File: src/bank_translator_pkg.sv
// constants shared by the bank translator and its helpers
`default_nettype none
package bank_translator_pkg;
  // ---------------------------------------------------------------
  // register map: printed offsets are indices, byte address = 4*index
  // ---------------------------------------------------------------
  localparam logic [9:0] WIN0_IDX = 10'h350; // window0_bank_select
  localparam logic [9:0] WIN1_IDX = 10'h351; // window1_bank_select
  localparam logic [9:0] WIN2_IDX = 10'h352; // window2_bank_select
  localparam logic [9:0] WIN3_IDX = 10'h353; // window3_bank_select
  localparam logic [7:0] BANK_REG_RESET = 8'h00; // all bank registers
  // ---------------------------------------------------------------
  // field positions
  // ---------------------------------------------------------------
  localparam int unsigned EN_BIT = 7; // bank enable flag
  localparam int unsigned BANK_W_SMALL = 3; // windows 0..2 bank width
  localparam int unsigned BANK_W_WIDE = 5; // window 3 bank width
  // ---------------------------------------------------------------
  // fixed logical windows, compared against address bits 23..16
  // ---------------------------------------------------------------
  localparam logic [7:0] W0_LO = 8'h10;
  localparam logic [7:0] W0_HI = 8'h1F;
  localparam logic [7:0] W1_LO = 8'h40;
  localparam logic [7:0] W1_HI = 8'h5F;
  localparam logic [7:0] W2_LO = 8'hC0;
  localparam logic [7:0] W2_HI = 8'hDF;
  localparam logic [7:0] W3_LO = 8'h80;
  localparam logic [7:0] W3_HI = 8'hBF;
  // ---------------------------------------------------------------
  // idle levels of the select outputs
  // ---------------------------------------------------------------
  localparam logic [3:0] CS_IDLE = 4'hF;
  localparam logic [4:0] EXT_IDLE = 5'h1F;
  localparam int unsigned XLATE_LATENCY = 1; // cycles address in to pins
endpackage : bank_translator_pkg
`default_nettype wire

File: src/bank_cfg_if.sv
// bank settings carried from the register file to the translator
`default_nettype none
interface bank_cfg_if;
  logic [3:0] en; // per-window bank enable
  logic [2:0] bank0; // window 0 bank, physical bits 22..20
  logic [2:0] bank1; // window 1 bank, physical bits 23..21
  logic [2:0] bank2; // window 2 bank, physical bits 23..21
  logic [4:0] bank3; // window 3 bank, low four bits to physical bits 25..22, bit 4 unused
  modport owner (output en, output bank0, output bank1, output bank2, output bank3);
  modport user (input en, input bank0, input bank1, input bank2, input bank3);
endinterface : bank_cfg_if
`default_nettype wire

File: src/apb_bank_regs.sv
// apb slave holding the four window bank registers
`default_nettype none
module apb_bank_regs #(
  parameter int unsigned PADDR_W = 12
) (
  input wire logic clk_sys,
  input wire logic rst,
  input wire logic psel,
  input wire logic penable,
  input wire logic pwrite,
  input wire logic [PADDR_W-1:0] paddr,
  input wire logic [31:0] pwdata,
  input wire logic [3:0] pstrb,
  output logic [31:0] prdata,
  output logic pready,
  output logic pslverr,
  bank_cfg_if.owner cfg
);
  // ---------------------------------------------------------------
  // state
  // ---------------------------------------------------------------
  typedef struct packed {
    logic [3:0] en;
    logic [2:0] b0;
    logic [2:0] b1;
    logic [2:0] b2;
    logic [4:0] b3;
    logic [31:0] rdata;
  } regs_state_t;
  regs_state_t s_reg;
  regs_state_t s_next;
  // decode: bit 2 = hit, bits 1..0 = window
  function automatic logic [2:0] decode(input logic [PADDR_W-1:0] a);
    logic [9:0] idx;
    idx = a[11:2];
    if (a[1:0] != 2'b00) decode = 3'b000;
    else if (idx == bank_translator_pkg::WIN0_IDX) decode = 3'b100;
    else if (idx == bank_translator_pkg::WIN1_IDX) decode = 3'b101;
    else if (idx == bank_translator_pkg::WIN2_IDX) decode = 3'b110;
    else if (idx == bank_translator_pkg::WIN3_IDX) decode = 3'b111;
    else decode = 3'b000;
  endfunction : decode
  logic [2:0] dec; // decoded current address
  // ---------------------------------------------------------------
  // next state: setup phase loads read data, access phase writes
  // ---------------------------------------------------------------
  always_comb begin
    s_next = s_reg;
    dec = decode(paddr);
    if (psel && !penable && !pwrite) begin
      s_next.rdata = 32'h0000_0000; // reserved bits read as zero
      case (dec)
        3'b100: s_next.rdata[7:0] = {s_reg.en[0], 4'h0, s_reg.b0}; // RL2
        3'b101: s_next.rdata[7:0] = {s_reg.en[1], 4'h0, s_reg.b1}; // RL3
        3'b110: s_next.rdata[7:0] = {s_reg.en[2], 4'h0, s_reg.b2}; // RL4
        3'b111: s_next.rdata[7:0] = {s_reg.en[3], 2'b00, s_reg.b3}; // RL5
        default: s_next.rdata = 32'h0000_0000;
      endcase
    end
    if (psel && penable && pwrite && pstrb[0] && dec[2]) begin
      s_next.en[dec[1:0]] = pwdata[bank_translator_pkg::EN_BIT];
      case (dec[1:0])
        2'd0: s_next.b0 = pwdata[2:0]; // RL2
        2'd1: s_next.b1 = pwdata[2:0]; // RL3
        2'd2: s_next.b2 = pwdata[2:0]; // RL4
        default: s_next.b3 = pwdata[4:0]; // RL5
      endcase
    end
  end
  // register update, all fields cleared at reset
  always_ff @(posedge clk_sys) begin
    if (rst) begin
      s_reg <= '0; // RL2 RL3 RL4 RL5
    end else begin
      s_reg <= s_next;
    end
  end
  // zero-wait slave; unmapped or misaligned access flags an error
  assign pready = 1'b1;
  assign pslverr = psel && penable && !dec[2];
  assign prdata = s_reg.rdata;
  assign cfg.en = s_reg.en;
  assign cfg.bank0 = s_reg.b0;
  assign cfg.bank1 = s_reg.b1;
  assign cfg.bank2 = s_reg.b2;
  assign cfg.bank3 = s_reg.b3;
endmodule : apb_bank_regs
`default_nettype wire

File: src/ext_select_decoder.sv
// decodes extended chip selects from chip select two and window 3
`default_nettype none
module ext_select_decoder (
  input wire logic cs_two_n,
  input wire logic w3_banked,
  input wire logic [1:0] w3_group,
  output logic [4:0] ext_n
);
  // ---------------------------------------------------------------
  // one of five selects, only while chip select two is active
  // ---------------------------------------------------------------
  always_comb begin
    ext_n = bank_translator_pkg::EXT_IDLE;
    if (!cs_two_n) begin
      if (w3_banked) begin
        // bank code bits 3..2 pick second..fifth select
        ext_n[3'(w3_group) + 3'd1] = 1'b0; // RL5
      end else begin
        ext_n[0] = 1'b0; // program memory after reset RL14
      end
    end
  end
endmodule : ext_select_decoder
`default_nettype wire

File: src/bank_translator.sv
// bank translator: logical to physical address with extended pins
// Function
// RL1: enabled window drives physical address from bank
// RL2: window0 register: enable bit7, bank bits2..0
// RL3: window1 register: enable bit7, bank bits2..0
// RL4: window2 register: enable bit7, bank bits2..0
// RL5: window3: 5-bit bank; codes 4..7 third select
// RL6: software never writes window3 codes 16..31
// RL7: top window3 bank bit has no effect
// RL8: window3 spans 80..BF, 4 MB banks
// RL9: window ranges are fixed, not programmable
// RL10: avoid bank overlapping the common area
// RL11: program banks only from common area
// RL12: below 16 MB, bank registers need no setup
// RL13: two upper address and extended select outputs
// RL14: after reset fetch comes from chip select two
// RL15: size chip selects to logical window size
// RL16: never rewrite bank register inside banked area
// RL17: disabled or outside window: address passes unchanged
`default_nettype none
module bank_translator #(
  parameter int unsigned PADDR_W = 12 // apb address width
) (
  input wire logic clk_sys,
  input wire logic rst,
  // apb slave
  input wire logic psel,
  input wire logic penable,
  input wire logic pwrite,
  input wire logic [PADDR_W-1:0] paddr,
  input wire logic [31:0] pwdata,
  input wire logic [3:0] pstrb,
  output logic [31:0] prdata,
  output logic pready,
  output logic pslverr,
  // cpu side
  input wire logic [23:0] cpu_addr,
  input wire logic [3:0] cpu_cs_n,
  // memory side
  output logic [23:0] ext_addr,
  output logic upper_addr_out_24,
  output logic upper_addr_out_25,
  output logic chip_select_zero_n,
  output logic chip_select_one_n,
  output logic chip_select_two_n,
  output logic chip_select_three_n,
  output logic ext_select_first_n,
  output logic ext_select_second_n,
  output logic ext_select_third_n,
  output logic ext_select_fourth_n,
  output logic ext_select_fifth_n
);
  // ---------------------------------------------------------------
  // elaboration check
  // ---------------------------------------------------------------
  if (PADDR_W < 12) begin : g_bad_paddr
    $error("PADDR_W below 12 cannot reach the bank registers");
  end

  // ---------------------------------------------------------------
  // state: everything that reaches a pin is registered
  // ---------------------------------------------------------------
  typedef struct packed {
    logic [23:0] addr; // low physical address
    logic up24; // physical bit 24
    logic up25; // physical bit 25
    logic [3:0] cs_n; // basic selects, delayed to match address
    logic [4:0] ext_n; // extended selects
  } pin_state_t;
  pin_state_t s_reg; // registered pin state
  pin_state_t s_next; // next pin state

  bank_cfg_if cfg (); // bank settings from the register file

  // window hit on address bits 23..16, bounds are constants
  function automatic logic in_win(
    input logic [7:0] ah, // address bits 23..16
    input logic [7:0] lo, // lowest byte inside
    input logic [7:0] hi // highest byte inside
  );
    in_win = (ah >= lo) && (ah <= hi);
  endfunction : in_win

  logic hit0; // logical address inside window 0
  logic hit1; // inside window 1
  logic hit2; // inside window 2
  logic hit3; // inside window 3
  logic [4:0] ext_dec; // decoder result
  logic w3_banked; // window 3 access with bank in use

  // ---------------------------------------------------------------
  // window detection, hard wired
  // ---------------------------------------------------------------
  // no register feeds these bounds, so software cannot move a window
  assign hit0 = in_win(cpu_addr[23:16],
    bank_translator_pkg::W0_LO, bank_translator_pkg::W0_HI); // RL9
  assign hit1 = in_win(cpu_addr[23:16],
    bank_translator_pkg::W1_LO, bank_translator_pkg::W1_HI); // RL9
  assign hit2 = in_win(cpu_addr[23:16],
    bank_translator_pkg::W2_LO, bank_translator_pkg::W2_HI); // RL9
  assign hit3 = in_win(cpu_addr[23:16],
    bank_translator_pkg::W3_LO, bank_translator_pkg::W3_HI); // RL8
  // window 3 translation and select decode only while its bank is in use
  assign w3_banked = hit3 && cfg.en[3];

  // ---------------------------------------------------------------
  // register file
  // ---------------------------------------------------------------
  // the slave holds the four bank registers and answers without wait
  apb_bank_regs #(
    .PADDR_W(PADDR_W)
  ) u_regs (
    .clk_sys(clk_sys),
    .rst(rst),
    .psel(psel),
    .penable(penable),
    .pwrite(pwrite),
    .paddr(paddr),
    .pwdata(pwdata),
    .pstrb(pstrb),
    .prdata(prdata),
    .pready(pready),
    .pslverr(pslverr),
    .cfg(cfg)
  );

  // ---------------------------------------------------------------
  // extended chip select decode
  // ---------------------------------------------------------------
  // decode sees the bank code as it stands in this cycle
  ext_select_decoder u_ext (
    .cs_two_n(cpu_cs_n[2]),
    .w3_banked(w3_banked),
    .w3_group(cfg.bank3[3:2]),
    .ext_n(ext_dec)
  );

  // ---------------------------------------------------------------
  // translation
  // ---------------------------------------------------------------
  // pass-through by default; a banked window overwrites its top bits
  always_comb begin
    s_next = s_reg;
    s_next.addr = cpu_addr; // RL17
    s_next.up24 = 1'b0; // RL17
    s_next.up25 = 1'b0; // RL17
    s_next.cs_n = cpu_cs_n; // basic selects pass through the same stage
    s_next.ext_n = ext_dec; // RL13
    if (hit0 && cfg.en[0]) begin
      // 1 MB banks: bank drives bits 22..20, bit 23 forced low
      s_next.addr[23:20] = {1'b0, cfg.bank0}; // RL1
    end else if (hit1 && cfg.en[1]) begin
      // 2 MB banks: bank drives bits 23..21
      s_next.addr[23:21] = cfg.bank1; // RL1
    end else if (hit2 && cfg.en[2]) begin
      // 2 MB banks: bank drives bits 23..21
      s_next.addr[23:21] = cfg.bank2; // RL1
    end else if (w3_banked) begin
      // 4 MB banks: bits 25..22; bank bit 4 has no pin to reach
      s_next.addr[23:22] = cfg.bank3[1:0]; // RL8
      s_next.up24 = cfg.bank3[2]; // RL13
      s_next.up25 = cfg.bank3[3]; // RL7
    end else begin
      // disabled window or common area: unchanged address
      s_next.addr = cpu_addr; // RL17
    end
  end

  // one register stage keeps address and selects aligned at the pins
  always_ff @(posedge clk_sys) begin
    if (rst) begin
      // pins idle: selects high, upper address low
      s_reg.addr <= 24'h00_0000;
      s_reg.up24 <= 1'b0;
      s_reg.up25 <= 1'b0;
      s_reg.cs_n <= bank_translator_pkg::CS_IDLE;
      s_reg.ext_n <= bank_translator_pkg::EXT_IDLE;
    end else begin
      s_reg <= s_next;
    end
  end

  // ---------------------------------------------------------------
  // pin outputs
  // ---------------------------------------------------------------
  // address lines and the two upper pins
  assign ext_addr = s_reg.addr;
  assign upper_addr_out_24 = s_reg.up24;
  assign upper_addr_out_25 = s_reg.up25;
  // basic selects, one cycle behind the cpu
  assign chip_select_zero_n = s_reg.cs_n[0];
  assign chip_select_one_n = s_reg.cs_n[1];
  assign chip_select_two_n = s_reg.cs_n[2];
  assign chip_select_three_n = s_reg.cs_n[3];
  // extended selects
  assign ext_select_first_n = s_reg.ext_n[0];
  assign ext_select_second_n = s_reg.ext_n[1];
  assign ext_select_third_n = s_reg.ext_n[2];
  assign ext_select_fourth_n = s_reg.ext_n[3];
  assign ext_select_fifth_n = s_reg.ext_n[4];

  logic [25:0] phys; // full physical address at the pins
  assign phys = {s_reg.up25, s_reg.up24, s_reg.addr};
endmodule : bank_translator
`default_nettype wire

File: config.mk
export PLATFORM = sky130hd
export DESIGN_NAME = bank_translator
export DESIGN_NICKNAME = d
export VERILOG_FILES = /design/src/bank_translator_pkg.sv /design/src/bank_cfg_if.sv /design/src/apb_bank_regs.sv /design/src/ext_select_decoder.sv /design/src/bank_translator.sv
export SDC_FILE = /design/constraint.sdc
export NUM_CORES = 1
export LEC_CHECK = 0
export ABC_AREA = 1
export BUFFER_PORTS_ARGS = -buffer_cell sky130_fd_sc_hd__buf_2
export CORE_ASPECT_RATIO = 1.4
export CORE_MARGIN = 2
export CORE_UTILIZATION = 40
export CTS_CLUSTER_SIZE = 16
export DETAILED_ROUTE_END_ITERATION = 12
export HOLD_SLACK_MARGIN = 0.02
export PLACE_DENSITY_LB_ADDON = 0.3
export SETUP_SLACK_MARGIN = 0.4
export SYNTH_ARGS = -nofsm -noshare
export SYNTH_HDL_FRONTEND = slang
export SYNTH_SLANG_ARGS = --single-unit
File: constraint.sdc
create_clock -name clk_sys -period 2.3 [get_ports clk_sys]
set_input_delay 0.115 -clock clk_sys [delete_from_list [all_inputs] [get_ports clk_sys]]
set_output_delay 0.115 -clock clk_sys [all_outputs]
set_load 0.005 [all_outputs]
==> results of run 1 <==
==> logic make-up (layout without fill, tap and decap cells) <==
kind of cell | after synthesis | count (layout)
other cells | 2 | 27
compound gates | 53 | 53
buf+inv | 93 | 192
flops | 59 | 59
simple gates | 97 | 97
==> state kept, by name, indices dropped and copies added, names as in the netlist, 3 cells and up <==
signal / count
ext_addr: 24
u_regs.cfg.bank0: 3
u_regs.cfg.bank2: 3
u_regs.prdata: 6
u_regs.cfg.bank1: 3
u_regs.cfg.en: 4
u_regs.cfg.bank3: 5
==> what timing repair did <==
item | CTS | global route
hold buffers | 25 | 0
endpoints found under the hold margin | 26 | 0
buffers inserted | 0 | 0
setup endpoints to repair | 0 | 0
==> placed cells by master (no fill, tap or decap), types with 4 or more instances in the layout <==
cell / instances
dlygate4sd3_1: 25
inv_1: 53
a21oi_2: 4
nand4_1: 13
nor2_1: 27
nand3_1: 20
o21ai_1: 4
clkbuf_8: 11
buf_2: 93
conb_1: 27
dfxtp_1: 59
a21oi_1: 24
o21ai_0: 18
nand2_1: 22
==> power by group through the flow <==
stage                     clock network (W)  registers (W)  logic, W
after global placement                    0        0.00108  0.000165
after CTS                          0.000849        0.00106  0.000200
after detailed placement                  0        0.00108  0.000167
after global routing               0.000902        0.00106  0.000228
after floorplan                           0        0.00108  0.000104
final                              0.000830        0.00106  0.000202
==> worst reg2reg max path, cell delays in order (launching register included) <==
cell and delay [ns]:
dfxtp_1 0.33, inv_1 0.06, nor4_1 0.39, nand2_1 0.10, a211oi_1 0.27
==> metrics by stage <==
| step | power (W) | area [um^2] | instances | util, % |
|---|---|---|---|---|
| floorplan | 0.00119 | 2540 | 329 | - |
| global placement | 0.00124 | 2850 | 457 | 48.6 |
| detailed placement | 0.00125 | 2850 | 457 | 48.6 |
| CTS | 0.00211 | 3270 | 498 | 55.8 |
| global route | 0.00219 | 3270 | 498 | 55.8 |
| finish | 0.00209 | 3270 | 498 | 55.8 |
==> how the worst max path moves through the flow <==
stage / slack, ns / cells after the start / from / end
6_report: 0.88 / 6 / paddr[9] / u_regs.cfg.bank3[0]
5_1_grt: 0.75 / 7 / paddr[1] / u_regs.cfg.en[3]
4_1_cts: 0.93 / 6 / paddr[9] / u_regs.cfg.bank3[0]
3_5_place_dp: 0.57 / 6 / paddr[9] / u_regs.cfg.bank3[0]
3_3_place_gp: 0.62 / 6 / paddr[9] / u_regs.cfg.bank3[0]
2_1_floorplan: 1.23 / 6 / paddr[9] / u_regs.cfg.bank0[0]
==> metal layers <==
| metal | up-vias | routed length, um |
|---|---|---|
| met5 | - | 0 |
| met4 | 0 | 87 |
| met3 | 6 | 452 |
| met2 | 81 | 3090 |
| met1 | 1013 | 2350 |
| li1 | 1157 | - |
==> cell type report <==
type                    count  area, um^2
clock inverters             2        10.0
multi-input cells         177         888
repair buffers            121         738
clock buffers              14         163
flip-flops and latches     59        1180
fillers                   548        2590
inverters                  55         206
well taps                  70        87.6
==> flow_results.org, run 1 <==
** Worst setup path
- Worst setup slack for register-to-register paths :: 1.06 ns
- Family of cells with the greatest summed delay on the critical path :: simple AND/OR/NAND/NOR gates
- For the worst setup path, the data required time is ~2.5 ns.
- Critical path peak fanout :: 17
- Data arrives at the worst endpoint at between 1.5 and 2 ns.
- Worst path cell trace :: buf_2 -> nand3b_2 -> nor2_4 -> nand4_1 -> o21ai_0 -> a21oi_1
- Crit Path Category :: in -> reg
- STA classifies the critical path startpoint as an input port.
- In this run the critical register-to-register path is captured at ext_addr[23].
- Cells on worst reg2reg path :: 4
- The worst setup path is captured at a register.
- Crit-path max cell delay :: 0.47 ns
- Cell with the largest stage delay on the worst path :: nand4_1
- Total buffers and inverters traversed by the critical path :: 1
- The startpoint identified for the worst register-to-register timing path is u_regs.cfg.en[1].

** Synth
- By area the synthesized netlist is led by dfxtp_1, buf_4, inv_1.
- The synthesized netlist devotes between 20% and 30% of its cell area to simple gates.
- The synthesized design contains 0 enable-type register cells.
- The commonest cells after synthesis are dfxtp_1, inv_1, buf_4, nor2_1, a21oi_1.
- Share of the synthesized area in compound gates (AO/OA/AOI/OAI) :: 11.8%
- The synthesized design spends more area on one cell type than any other, namely dfxtp_1.
- After synthesis, flip-flops and latches occupy 48.3% of the total area.
- After synthesis, the share of cell area in mux cells is 0%.
- Arithmetic-cell share of the synthesized area counting full adders, half adders and majority gates :: 0%
- After synthesis, the largest family of logic cells by area is simple AND/OR/NAND/NOR gates.
- After synthesis, the share of flip-flops with an asynchronous set or reset is 0%.
- Of the total synthesized cell area, the portion taken by XOR and XNOR cells is 0%.
- Cell variety after synth :: 29
- dfxtp_1 is the most common cell in the netlist.
- Combined area of all synthesized cells :: 0.00244 mm^2
- In this run, synthesis produced a sequential element count of 59.
- Prevailing post-synth register cell :: dfxtp_1
- Yosys warning count :: 0
- Mean cell area of the mapped netlist :: 8.04 um^2
- Synth top area share :: 48.3%
- Counting every instance in the synthesized netlist gives 304.

** STA
- Across all setup checks in the final design, the least slack found is slightly below 0.9 ns.
- The worst path needs around 1.4 ns of the cycle, external delays included.
- Setup repair after global routing left no endpoint under its margin.
- The final number of max-transition violations was 0.
- Setup-failing EPs final :: 0
- Final count of hold timing violations :: 0
- Timing would allow up to 0.703 GHz.
- In the final timing run, aggregate negative setup slack is 0 ns.
- On the final layout, the worst hold slack is about 0.051 ns.
- The worst path uses 61.8% of the clock period.
- The clock arrives with 0.00767 ns of skew.

** Floorplanning
- The die covers 0.00676 mm^2.
- Die Span X :: ~70 um
- Die H :: approximately 96 um
- The floorplan has 33 rows.
- Total I/O pin count :: 150
- The floorplan step defined a core boundary enclosing 0.00586 mm^2.
- Effective utilization at floorplan :: 41.7%

** Power
- Comb pwr share :: 9.7%
- Summed over all nets, the switching power comes to 0.000492 W.
- IR analysis of the VDD net gives a maximum drop of between 0.0004 and 0.0005 V.
- The share of total power dissipated in sequential elements is 50.6%.
- In this run the static leakage power is 1.59 nW.
- The internal power of the cells totals 0.00160 W.
- Switching power share of the total :: 23.6%
- Power spread over the standard cell area amounts to 638 mW/mm^2.
- Relative contribution of the clock network to total power :: between 30% and 40%

** Clock network
- The clock tree synthesis step divided the H-tree into 3 levels.
- Skew-Pair Late Insertion Delay :: 0.33 ns
- Clock Sinks :: between 50 and 60
- Clock-pin slew was measured on the worst setup and hold paths at 0.06 ns.
- In this run the deepest clock path goes through 2 buffers.
- Clock root buffer :: clkbuf_8
- Clock tree from TritonCTS :: yes
- PostCTS Resize Cnt :: 0
- Counting the buffers created by CTS gives 9.

** Placed design
- Total of buffers placed on input and output ports :: 93
- Half-perimeter wire length of the detailed placement result :: 4110 um
- GP Congestion :: 0.858
- Prior to clock tree synthesis, the placed netlist has a worst setup slack of 0.569 ns.

** Finish
- Nets@finish :: 504
- Relative to the synthesized area, the layout overhead comes to 34.0%.
- Of the cells placed in the final design, the portion with a size suffix greater than 1 is 29.4%.
- Antenna diode count :: 0

** Hold path
- The path with the worst hold slack has its endpoint at u_regs.cfg.bank3[4].
- Hold Crit Class :: in -> reg
- HP Start :: pwdata[4]
- The worst hold path was traced through 3 stages.

** Global route
- The total overflow left after global routing is 0.
- Vias in the first global route :: 2188
- For met2 alone, demand over resource in global routing was 33.7%.
- Maximum number of pins on one net before global-route repair :: 33
- For met1 alone, demand over resource in global routing was 18.8%.
- In the global route stage, overall resource usage came out at 18.8%.
- The number of antenna violations at the first check in global routing came to 0.
- The first global-routing pass estimated 9740 um of wire.
- Met3 GRT Util :: 6.95%
- In this run the most used layer during global routing was met2.

** Routing
- The routed design has between 5000 and 6000 um of wire.
- Average detailed-routed wire length per instance :: 12.0 um
- Via density per instance :: 4.53
- In this run, the number of DRC markers left after iteration 0 of detailed routing was 110.
- Number of iterations in the first detailed-routing pass :: 4
- Remaining number of nets flagged by the antenna check after routing :: 0
- For this run, design rule violations remaining after detail routing come to 0.
- The routed layout has between 2k and 2.5k vias.

** Flow run
- Reported max-cap violation count :: 0

** Run status
- Result of the run :: finished clean
No activity file was read; power rests on OpenSTA's default activity.
==> run 2, diff against run 1 <==
--- a/config.mk
+++ b/config.mk
@@ -5,11 +5,11 @@
 export SDC_FILE = /design/constraint.sdc
 export NUM_CORES = 1
 export LEC_CHECK = 0
-export ABC_AREA = 1
+export ABC_AREA = 0
 export BUFFER_PORTS_ARGS = -buffer_cell sky130_fd_sc_hd__buf_2
 export CORE_ASPECT_RATIO = 1.4
 export CORE_MARGIN = 2
-export CORE_UTILIZATION = 40
+export CORE_UTILIZATION = 38
 export CTS_CLUSTER_SIZE = 16
 export DETAILED_ROUTE_END_ITERATION = 12
 export HOLD_SLACK_MARGIN = 0.02
==> constraint.sdc (replaced) <==
create_clock -name clk_sys -period 1.3 [get_ports clk_sys]
set_input_delay 0.065 -clock clk_sys [delete_from_list [all_inputs] [get_ports clk_sys]]
set_output_delay 0.065 -clock clk_sys [all_outputs]
set_load 0.005 [all_outputs]
==> run 2 against run 1 <==
Compared with the run above: global-route usage decreased by 1.2 points; largest cell class unchanged; combinational power increased by 92%; largest power group unchanged; critical endpoint is now pslverr; worst setup slack got worse by 0.74 ns; critical path depth decreased by 1; clock power increased by 100%; clock skew about the same; power increased by 87%; non-clock buffer count increased by 24; sequential power increased by 75%.
==> flow_results.org, run 2 <==
** Worst setup path
- The worst path required time came to 1.24 ns (was 2.51 ns).
- The largest fanout on the critical path was 2 (was 17).
- Crit start category :: input port (unchanged)
- Crit Path Category :: in -> out (was in -> reg)
- The critical path data arrival time is 1.10 ns (was 1.63 ns).
- Critical path capture point type :: output pin (was register)

** Clock network
- The count of clock tree sinks was 59 (unchanged).
- The clock input transition at the sequential cells of the worst setup and hold paths was 0.06 ns (about the same).
- Clock tree from TritonCTS :: yes (unchanged)
- Maximum level of the CTS H-tree :: 3 (unchanged)
- The clock latency at the later pin of the worst-skew pair was 0.33 ns (about the same).
- The maximum buffer depth of the clock tree is 2 (unchanged).
- Number of clock buffers inserted by TritonCTS :: 9 (unchanged)
- Clock root buffer :: clkbuf_8 (unchanged)

** Synth
- The fraction of synthesized cell area taken by the top area cell type is 49.5% (was 48.3%).
- Share of async-settable or async-resettable flops after synthesis :: 0% (unchanged)
- The count of synthesis-stage warnings from yosys is 0 (unchanged).
- Cell variety after synth :: 39 (was 29)
- The count of flip-flops with a built-in enable after synthesis was 0 (unchanged).
- Count of mapped cells out of synthesis :: 228 (was 304)
- Cell accounting for the most synthesized area :: dfxtp_1 (unchanged)
- The register bit count reported by yosys is 59 (unchanged).
- Prevailing post-synth register cell :: dfxtp_1 (unchanged)
- The cell area after synthesis came to 0.00238 mm^2 (was 0.00244 mm^2).
- Most numerous cell types in the synthesized netlist :: dfxtp_1, buf_4, nor2_1, nor2b_1, mux2i_1 (was dfxtp_1, inv_1, buf_4, nor2_1, a21oi_1)
- Mean cell area of the mapped netlist :: 10.5 um^2 (was 8.04 um^2)
- Main area contributors after synthesis :: dfxtp_1, buf_4, mux2i_1 (was dfxtp_1, buf_4, inv_1)
- Most common cell in the synthesized netlist :: dfxtp_1 (unchanged)
- Part of the Yosys area used for sequential elements :: 49.5% (was 48.3%)

** STA
- Upper clock frequency limit :: 0.858 GHz
- The post-route worst hold slack came to 0.0773 ns (was 0.0512 ns).
- The setup-violating endpoint count in the final report came to 0 (unchanged).
- Total count of max-transition violations in the final report :: 0 (unchanged)
- Final count of hold timing violations :: 0 (unchanged)
- Clock Skews :: 0.00778 ns (was 0.00767 ns)
- Setup repair after global routing missed its margin :: true (was false)
- Final critical-path share of the clock period :: 89.7%
- Subtracting the final worst setup slack from the clock period gives 1.17 ns.

** Floorplanning
- The die footprint came to 0.00693 mm^2 (was 0.00676 mm^2).
- Total I/O pin count :: 150 (unchanged)
- Effective utilization at floorplan :: 38.9% (was 41.7%)
- The die extent in y is 97.7 um (was 96.5 um).
- Die Span X :: 71.0 um (was 70.1 um)
- Floorplan core area :: 0.00613 mm^2 (was 0.00586 mm^2)
- Core Rows :: 34 (was 33)

** Routing
- The count of vias placed by the detailed router was 2094 (was 2257).
- Aggregate routed wire length :: 5780 um (was 5980 um)
- The number of remaining DRC errors was 0 (unchanged).
- The count of TritonRoute iterations in the first routing pass was 4 (unchanged).
- Initial detailed-routing violation count :: 88 (was 110)
- The via-per-instance ratio came to 4.66 (was 4.53).
- Remaining number of nets flagged by the antenna check after routing :: 0 (unchanged)
- Average detailed-routed wire length per instance :: 12.9 um (was 12.0 um)

** Global route
- Total track usage :: 17.6% (was 18.8%)
- The pin count of the biggest net entering global routing is 54 (was 33).
- Overall overflow remaining after global route :: 0 (unchanged)
- The number of global-route vias before repair is 2095 (was 2188).
- The number of antenna violations at the first check in global routing is 0 (unchanged).
- Global-route wire length before repair :: 9580 um (was 9740 um)

** Placed design
- Total of buffers placed on input and output ports :: 93 (unchanged)
- Number of cells in the design after placement :: 392 (was 457)
- GP Congestion :: 0.799 (was 0.858)
- The placed standard-cell area is 0.00293 mm^2 (was 0.00285 mm^2).
- The detailed placement HPWL came to 3820 um (was 4110 um).

** Finish
- Commonest cells after routing, fill and taps aside: buf_2, dfxtp_1, dlygate4sd3_1, conb_1, nor2_1 (was buf_2, dfxtp_1, inv_1, nor2_1, conb_1).
- The total inserted antenna cells was 0 (unchanged).
- Flip-flop count of the largest register after layout :: 24 (unchanged)
- The final design instance area without fill came to 0.00366 mm^2 (was 0.00327 mm^2).
- The area growth from synthesis to layout was 53.7% (was 34.0%).
- Final cell utilization of the core :: 59.8% (was 55.8%)
- The number of non-filler instances in the completed layout is 449 (was 498).
- Fraction of final layout cells with drive strength greater than 1 :: 44.3% (was 29.4%)
- The net total in the final layout came to 453 (was 504).
- Leading cell type in the layout, fill and taps excluded :: buf_2 (unchanged)

** Run status
- Result of the run :: finished clean (unchanged)

** Flow run
- Reported max-cap violation count :: 0 (unchanged)

** Power
- Ratio of total power to cell area :: 1070 mW/mm^2 (was 638 mW/mm^2)
- Largest voltage drop on the vdd net :: 0.000586 V (was 0.000497 V)
- Leakage power of the design :: 1.70 nW (was 1.59 nW)
- Total power :: 0.00391 W (was 0.00209 W)

** Hold path
- The worst min-delay path category is in -> reg (unchanged).
-- run 2: cell count changes after synthesis, moves of 6 or more --
cell     previous run  this run
o21ai_0            18         2
nand4_1            13         5
nor3b_1             0         6
mux2i_1             0        18
a21oi_1            24         4
nor2b_1             0        21
nand3_1            20         2
nand2_1            22         5
inv_1              53         3
-- run 2: stage by stage --
step                      setup WS (ns)  TNS, ns
after floorplan                   0.116        0
after global placement           -0.106   -0.492
after detailed placement         -0.128   -0.604
after CTS                         0.151        0
after global routing             0.0768        0
final                             0.134        0
-- run 2: path summary, 6_finish.rpt --
check	start	end	slack [ns]	cells past startpoint
max	paddr[0]	pslverr	0.13	5
min	cpu_addr[22]	ext_addr[23]	0.08	2
max reg2reg	u_regs.cfg.bank3[0]	u_regs.prdata[0]	0.16	3
min reg2reg	u_regs.prdata[3]	u_regs.prdata[3]	0.46	2
-- run 2: logic make-up (layout without fill, tap and decap cells) --
kind of cell           Yosys count  count (layout)  synth area share [%]
and+or+nand+nor                 90              90                  24.0
DFF                             59              59                  49.5
buffers and inverters           40             164                  10.7
muxes                           22              22                  11.3
AOI/OAI and AO/OA               15              15                  4.20
other                            2              27                 0.315
-- run 2: timing repair --
item                       4_1_cts  5_1_grt
hold endpoints to repair        36        0
hold buffers                    31        0
gates resized for setup         27       19
buffers inserted                10        0
setup endpoints to repair       18       35
pin swaps                       18       12
-- run 2: cell type report --
type | instances | area [um^2]
fill | 536 | 2460
sequential | 59 | 1200
multi-input combinational | 154 | 1140
timing repair buffer | 145 | 1030
clock buffer | 10 | 138
tap | 72 | 90.1
clock inverter | 6 | 63.8
inverter | 3 | 11.3
-- run 2: worst max-delay path: stages --
cell and delay (ns):
buf_6 0.09, or4bb_4 0.56, nor3_4 0.21, nor2_1 0.05, buf_2 0.12
-- run 2: report_power, final --
group          total, W  switching [W]  internal [W]
registers       0.00186      0.0000109       0.00185
clock network   0.00166       0.000724      0.000935
logic          0.000388       0.000170      0.000218
total           0.00391       0.000905       0.00301
-- run 2: routing by layer --
metal / GRT usage (%) / up-vias / part of all wire, %
li1: - / 1024 / -
met2: 32.4 / 73 / 57
met5: 0 / - / 0
met3: 3.92 / 9 / 5.4
met1: 18.2 / 988 / 37
met4: 9.14 / 0 / 1.5
==> run 3, diff against run 2 <==
--- a/config.mk
+++ b/config.mk
@@ -7,7 +7,7 @@
 export LEC_CHECK = 0
 export ABC_AREA = 0
 export BUFFER_PORTS_ARGS = -buffer_cell sky130_fd_sc_hd__buf_2
-export CORE_ASPECT_RATIO = 1.4
+export CORE_ASPECT_RATIO = 1.5
 export CORE_MARGIN = 2
 export CORE_UTILIZATION = 38
 export CTS_CLUSTER_SIZE = 16
==> run 3 against run 2 <==
Compared with the run above: worst hold slack got worse by 0.022 ns; core utilization rose by 0.40 points; clock power fell by 4%; largest cell class unchanged; first-iteration DRC count fell by 23%; highest routed layer unchanged; power fell by 1.9%; non-clock buffer count rose by 1; critical path depth did not move; wire length fell by 3.9%.
==> flow_results.org, run 3 (same netlist as run 2, synthesis figures left out) <==
** Clock network
- The cell chosen for the clock root is clkbuf_8 (unchanged).
- The clock tree from TritonCTS is yes (unchanged).
- The H-tree depth reported by CTS is 3 (unchanged).
- The clock latency at the later pin of the worst-skew pair was 0.33 ns (about the same).
- CTS clock-pin slew for the worst setup and hold paths :: 0.07 ns (was 0.06 ns)
- Clock Sinks :: 59 (unchanged)
- Maximum buffer depth of the clock tree :: 2 (unchanged)
- Number of clock buffers inserted by TritonCTS :: 9 (unchanged)

** Finish
- Nets@finish :: 454 (was 453)
- The number of non-filler instances in the completed layout is 451 (was 449).
- Register area :: 0.00120 mm^2 (about the same)
- The area growth from synthesis to layout came to 53.7% (about the same).
- Leading cell type in the layout, fill and taps excluded :: buf_2 (unchanged)
- Antenna diode count :: 0 (unchanged)
- The footprint of the multi-input gates is 0.00115 mm^2 (was 0.00114 mm^2).
- The number of flip-flops in the largest register is 24 (unchanged).
- Filler instances :: 522 (was 536)
- Fraction of final layout cells with drive strength greater than 1 :: 44.6% (was 44.3%)
- Commonest cells after routing, fill and taps aside :: buf_2, dfxtp_1, dlygate4sd3_1, conb_1, nor2_1 (unchanged)

** Routing
- DRC viols :: 0 (unchanged)
- The via-per-instance ratio came to 4.55 (was 4.66).
- Average detailed-routed wire length per instance :: 12.3 um (was 12.9 um)
- Routed vias :: 2053 (was 2094)
- The count of nets left with antenna violations after detail routing came to 0 (unchanged).
- Initial detailed-routing violation count :: 68 (was 88)
- Aggregate routed wire length :: 5550 um (was 5780 um)
- The count of TritonRoute iterations in the first routing pass is 4 (unchanged).

** Power
- Largest voltage drop on the vdd net :: 0.000685 V (was 0.000586 V)
- The reported leakage power was 1.71 nW (was 1.70 nW).
- The power density over the cells was 1050 mW/mm^2 (was 1070 mW/mm^2).
- The post-route total power came to 0.00384 W (was 0.00391 W).

** Placed design
- Number of cells in the design after placement :: 392 (unchanged)
- Half-perimeter wire length of the detailed placement result :: 3780 um (was 3820 um)
- Total of buffers placed on input and output ports :: 93 (unchanged)
- GP Congestion :: 0.789 (was 0.799)

** Run status
- Result of the run: finished clean (unchanged).

** STA
- The post-route worst hold slack was 0.0550 ns (was 0.0773 ns).
- The final critical delay including setup and external delays is 1.16 ns (was 1.17 ns).
- Final critical-path share of the clock period :: 89.6% (was 89.7%)
- Setup repair after global routing missed its margin: true (unchanged).
- Setup-failing EPs final :: 0 (unchanged)
- The final clock skew is 0.00855 ns (was 0.00778 ns).
- Final count of hold timing violations :: 0 (unchanged)
- The fmax was 0.859 GHz (was 0.858 GHz).
- The post-route setup TNS came to 0 ns (unchanged).
- Total count of max-transition violations in the final report :: 0 (unchanged)

** Floorplanning
- Total I/O pin count :: 150 (unchanged)
- The initial cell density of the core came to 39.2% (was 38.9%).
- The site row count was 35 (was 34).
- The die extent in y came to 101 um (was 97.7 um).
- Floorplan core area :: 0.00609 mm^2 (was 0.00613 mm^2)
- Die Span X :: 68.7 um (was 71.0 um)
- Die ar. :: 0.00694 mm^2 (was 0.00693 mm^2)

** Worst setup path
- The slowest library cell on the worst path is or4bb_4 (unchanged).
- The critical path endpoint category is an output pin (unchanged).
- The largest fanout on the critical path came to 2 (unchanged).
- Worst path cell trace :: buf_6 -> or4bb_4 -> nor3_4 -> nor2_1 -> buf_2 (unchanged)
- Crit Path Category :: in -> out (unchanged)
- The delay of the slowest cell on the worst path was 0.55 ns (was 0.56 ns).
- The worst path required time is 1.24 ns (about the same).
- The startpoint type of the worst setup path is an input port (unchanged).
- Family of cells with the greatest summed delay on the critical path :: simple AND/OR/NAND/NOR gates (unchanged)
- Total buffers and inverters traversed by the critical path :: 2 (unchanged)
- The critical path data arrival time is 1.10 ns (about the same).

** Global route
- Overall overflow remaining after global route :: 0 (unchanged)
- The first-pass GRT wire length came to 8940 um (was 9580 um).
- The number of global-route vias before repair was 2052 (was 2095).
- The met2 track demand over resource in global routing was 29.7% (was 32.4%).
- Layer carrying the most global-route usage :: met2 (unchanged)
- Antenna violations before repair :: 0 (unchanged)
- Total track usage :: 17.4% (was 17.6%)
- The routing usage on met3 came to 5.81% (was 3.92%).
- The met1 track utilization from global routing was 18.4% (was 18.2%).
- The pin count of the biggest net entering global routing came to 54 (unchanged).

** Flow run
- Reported max-cap violation count :: 0 (unchanged)

** Hold path
- The worst min-delay path category is in -> reg (unchanged).
[run 3: area by class of cell]
type | instances | share of cell area, %
repair buffers | 146 | 27.9
multi-input cells | 154 | 31.4
flip-flops and latches | 59 | 32.7
inverters | 3 | 0.307
well taps | 74 | 2.53
clock buffers | 10 | 3.75
clock inverters | 5 | 1.47
[run 3: repair_timing]
action | CTS | global route
hold buffers | 30 | 0
setup buffers | 12 | 2
setup endpoints to repair | 23 | 34
resized for setup | 29 | 17
pin swaps | 18 | 16
hold endpoints to repair | 37 | 0
[run 3: power by group]
part	internal (W)	switching (W)	total [W]
clock	0.000918	0.000672	0.00159
combinational	0.000215	0.000168	0.000383
sequential	0.00185	0.0000102	0.00186
[run 3: routing by layer]
metal | vias up | wire length [um]
li1 | 1020 | -
met3 | 6 | 340
met5 | - | 0
met2 | 68 | 3050
met4 | 0 | 77
met1 | 959 | 2090
[run 3: path summary, 6_finish.rpt]
kind | start | end | slack (ns) | cells after the start
setup reg to reg | u_regs.cfg.bank3[2] | u_regs.prdata[2] | 0.17 | 3
hold reg to reg | u_regs.prdata[4] | u_regs.prdata[4] | 0.46 | 2
hold / removal | pwdata[2] | u_regs.cfg.bank3[2] | 0.05 | 3
setup / recovery | paddr[0] | pslverr | 0.14 | 5
[run 3: per-stage QoR]
step	cell area [um^2]	util (%)	setup slack, ns
finish	3670	60.2	0.135
global route	3670	60.2	0.0912
CTS	3580	58.9	0.151
detailed placement	2920	47.9	-0.107
global placement	2920	47.9	-0.0916
floorplan	2550	-	0.116
[run 3: worst register-to-register path, stage by stage (launching register included)]
cell and delay (ns):
dfxtp_2 0.33, mux4_2 0.48, a22oi_1 0.15, nor2_1 0.05
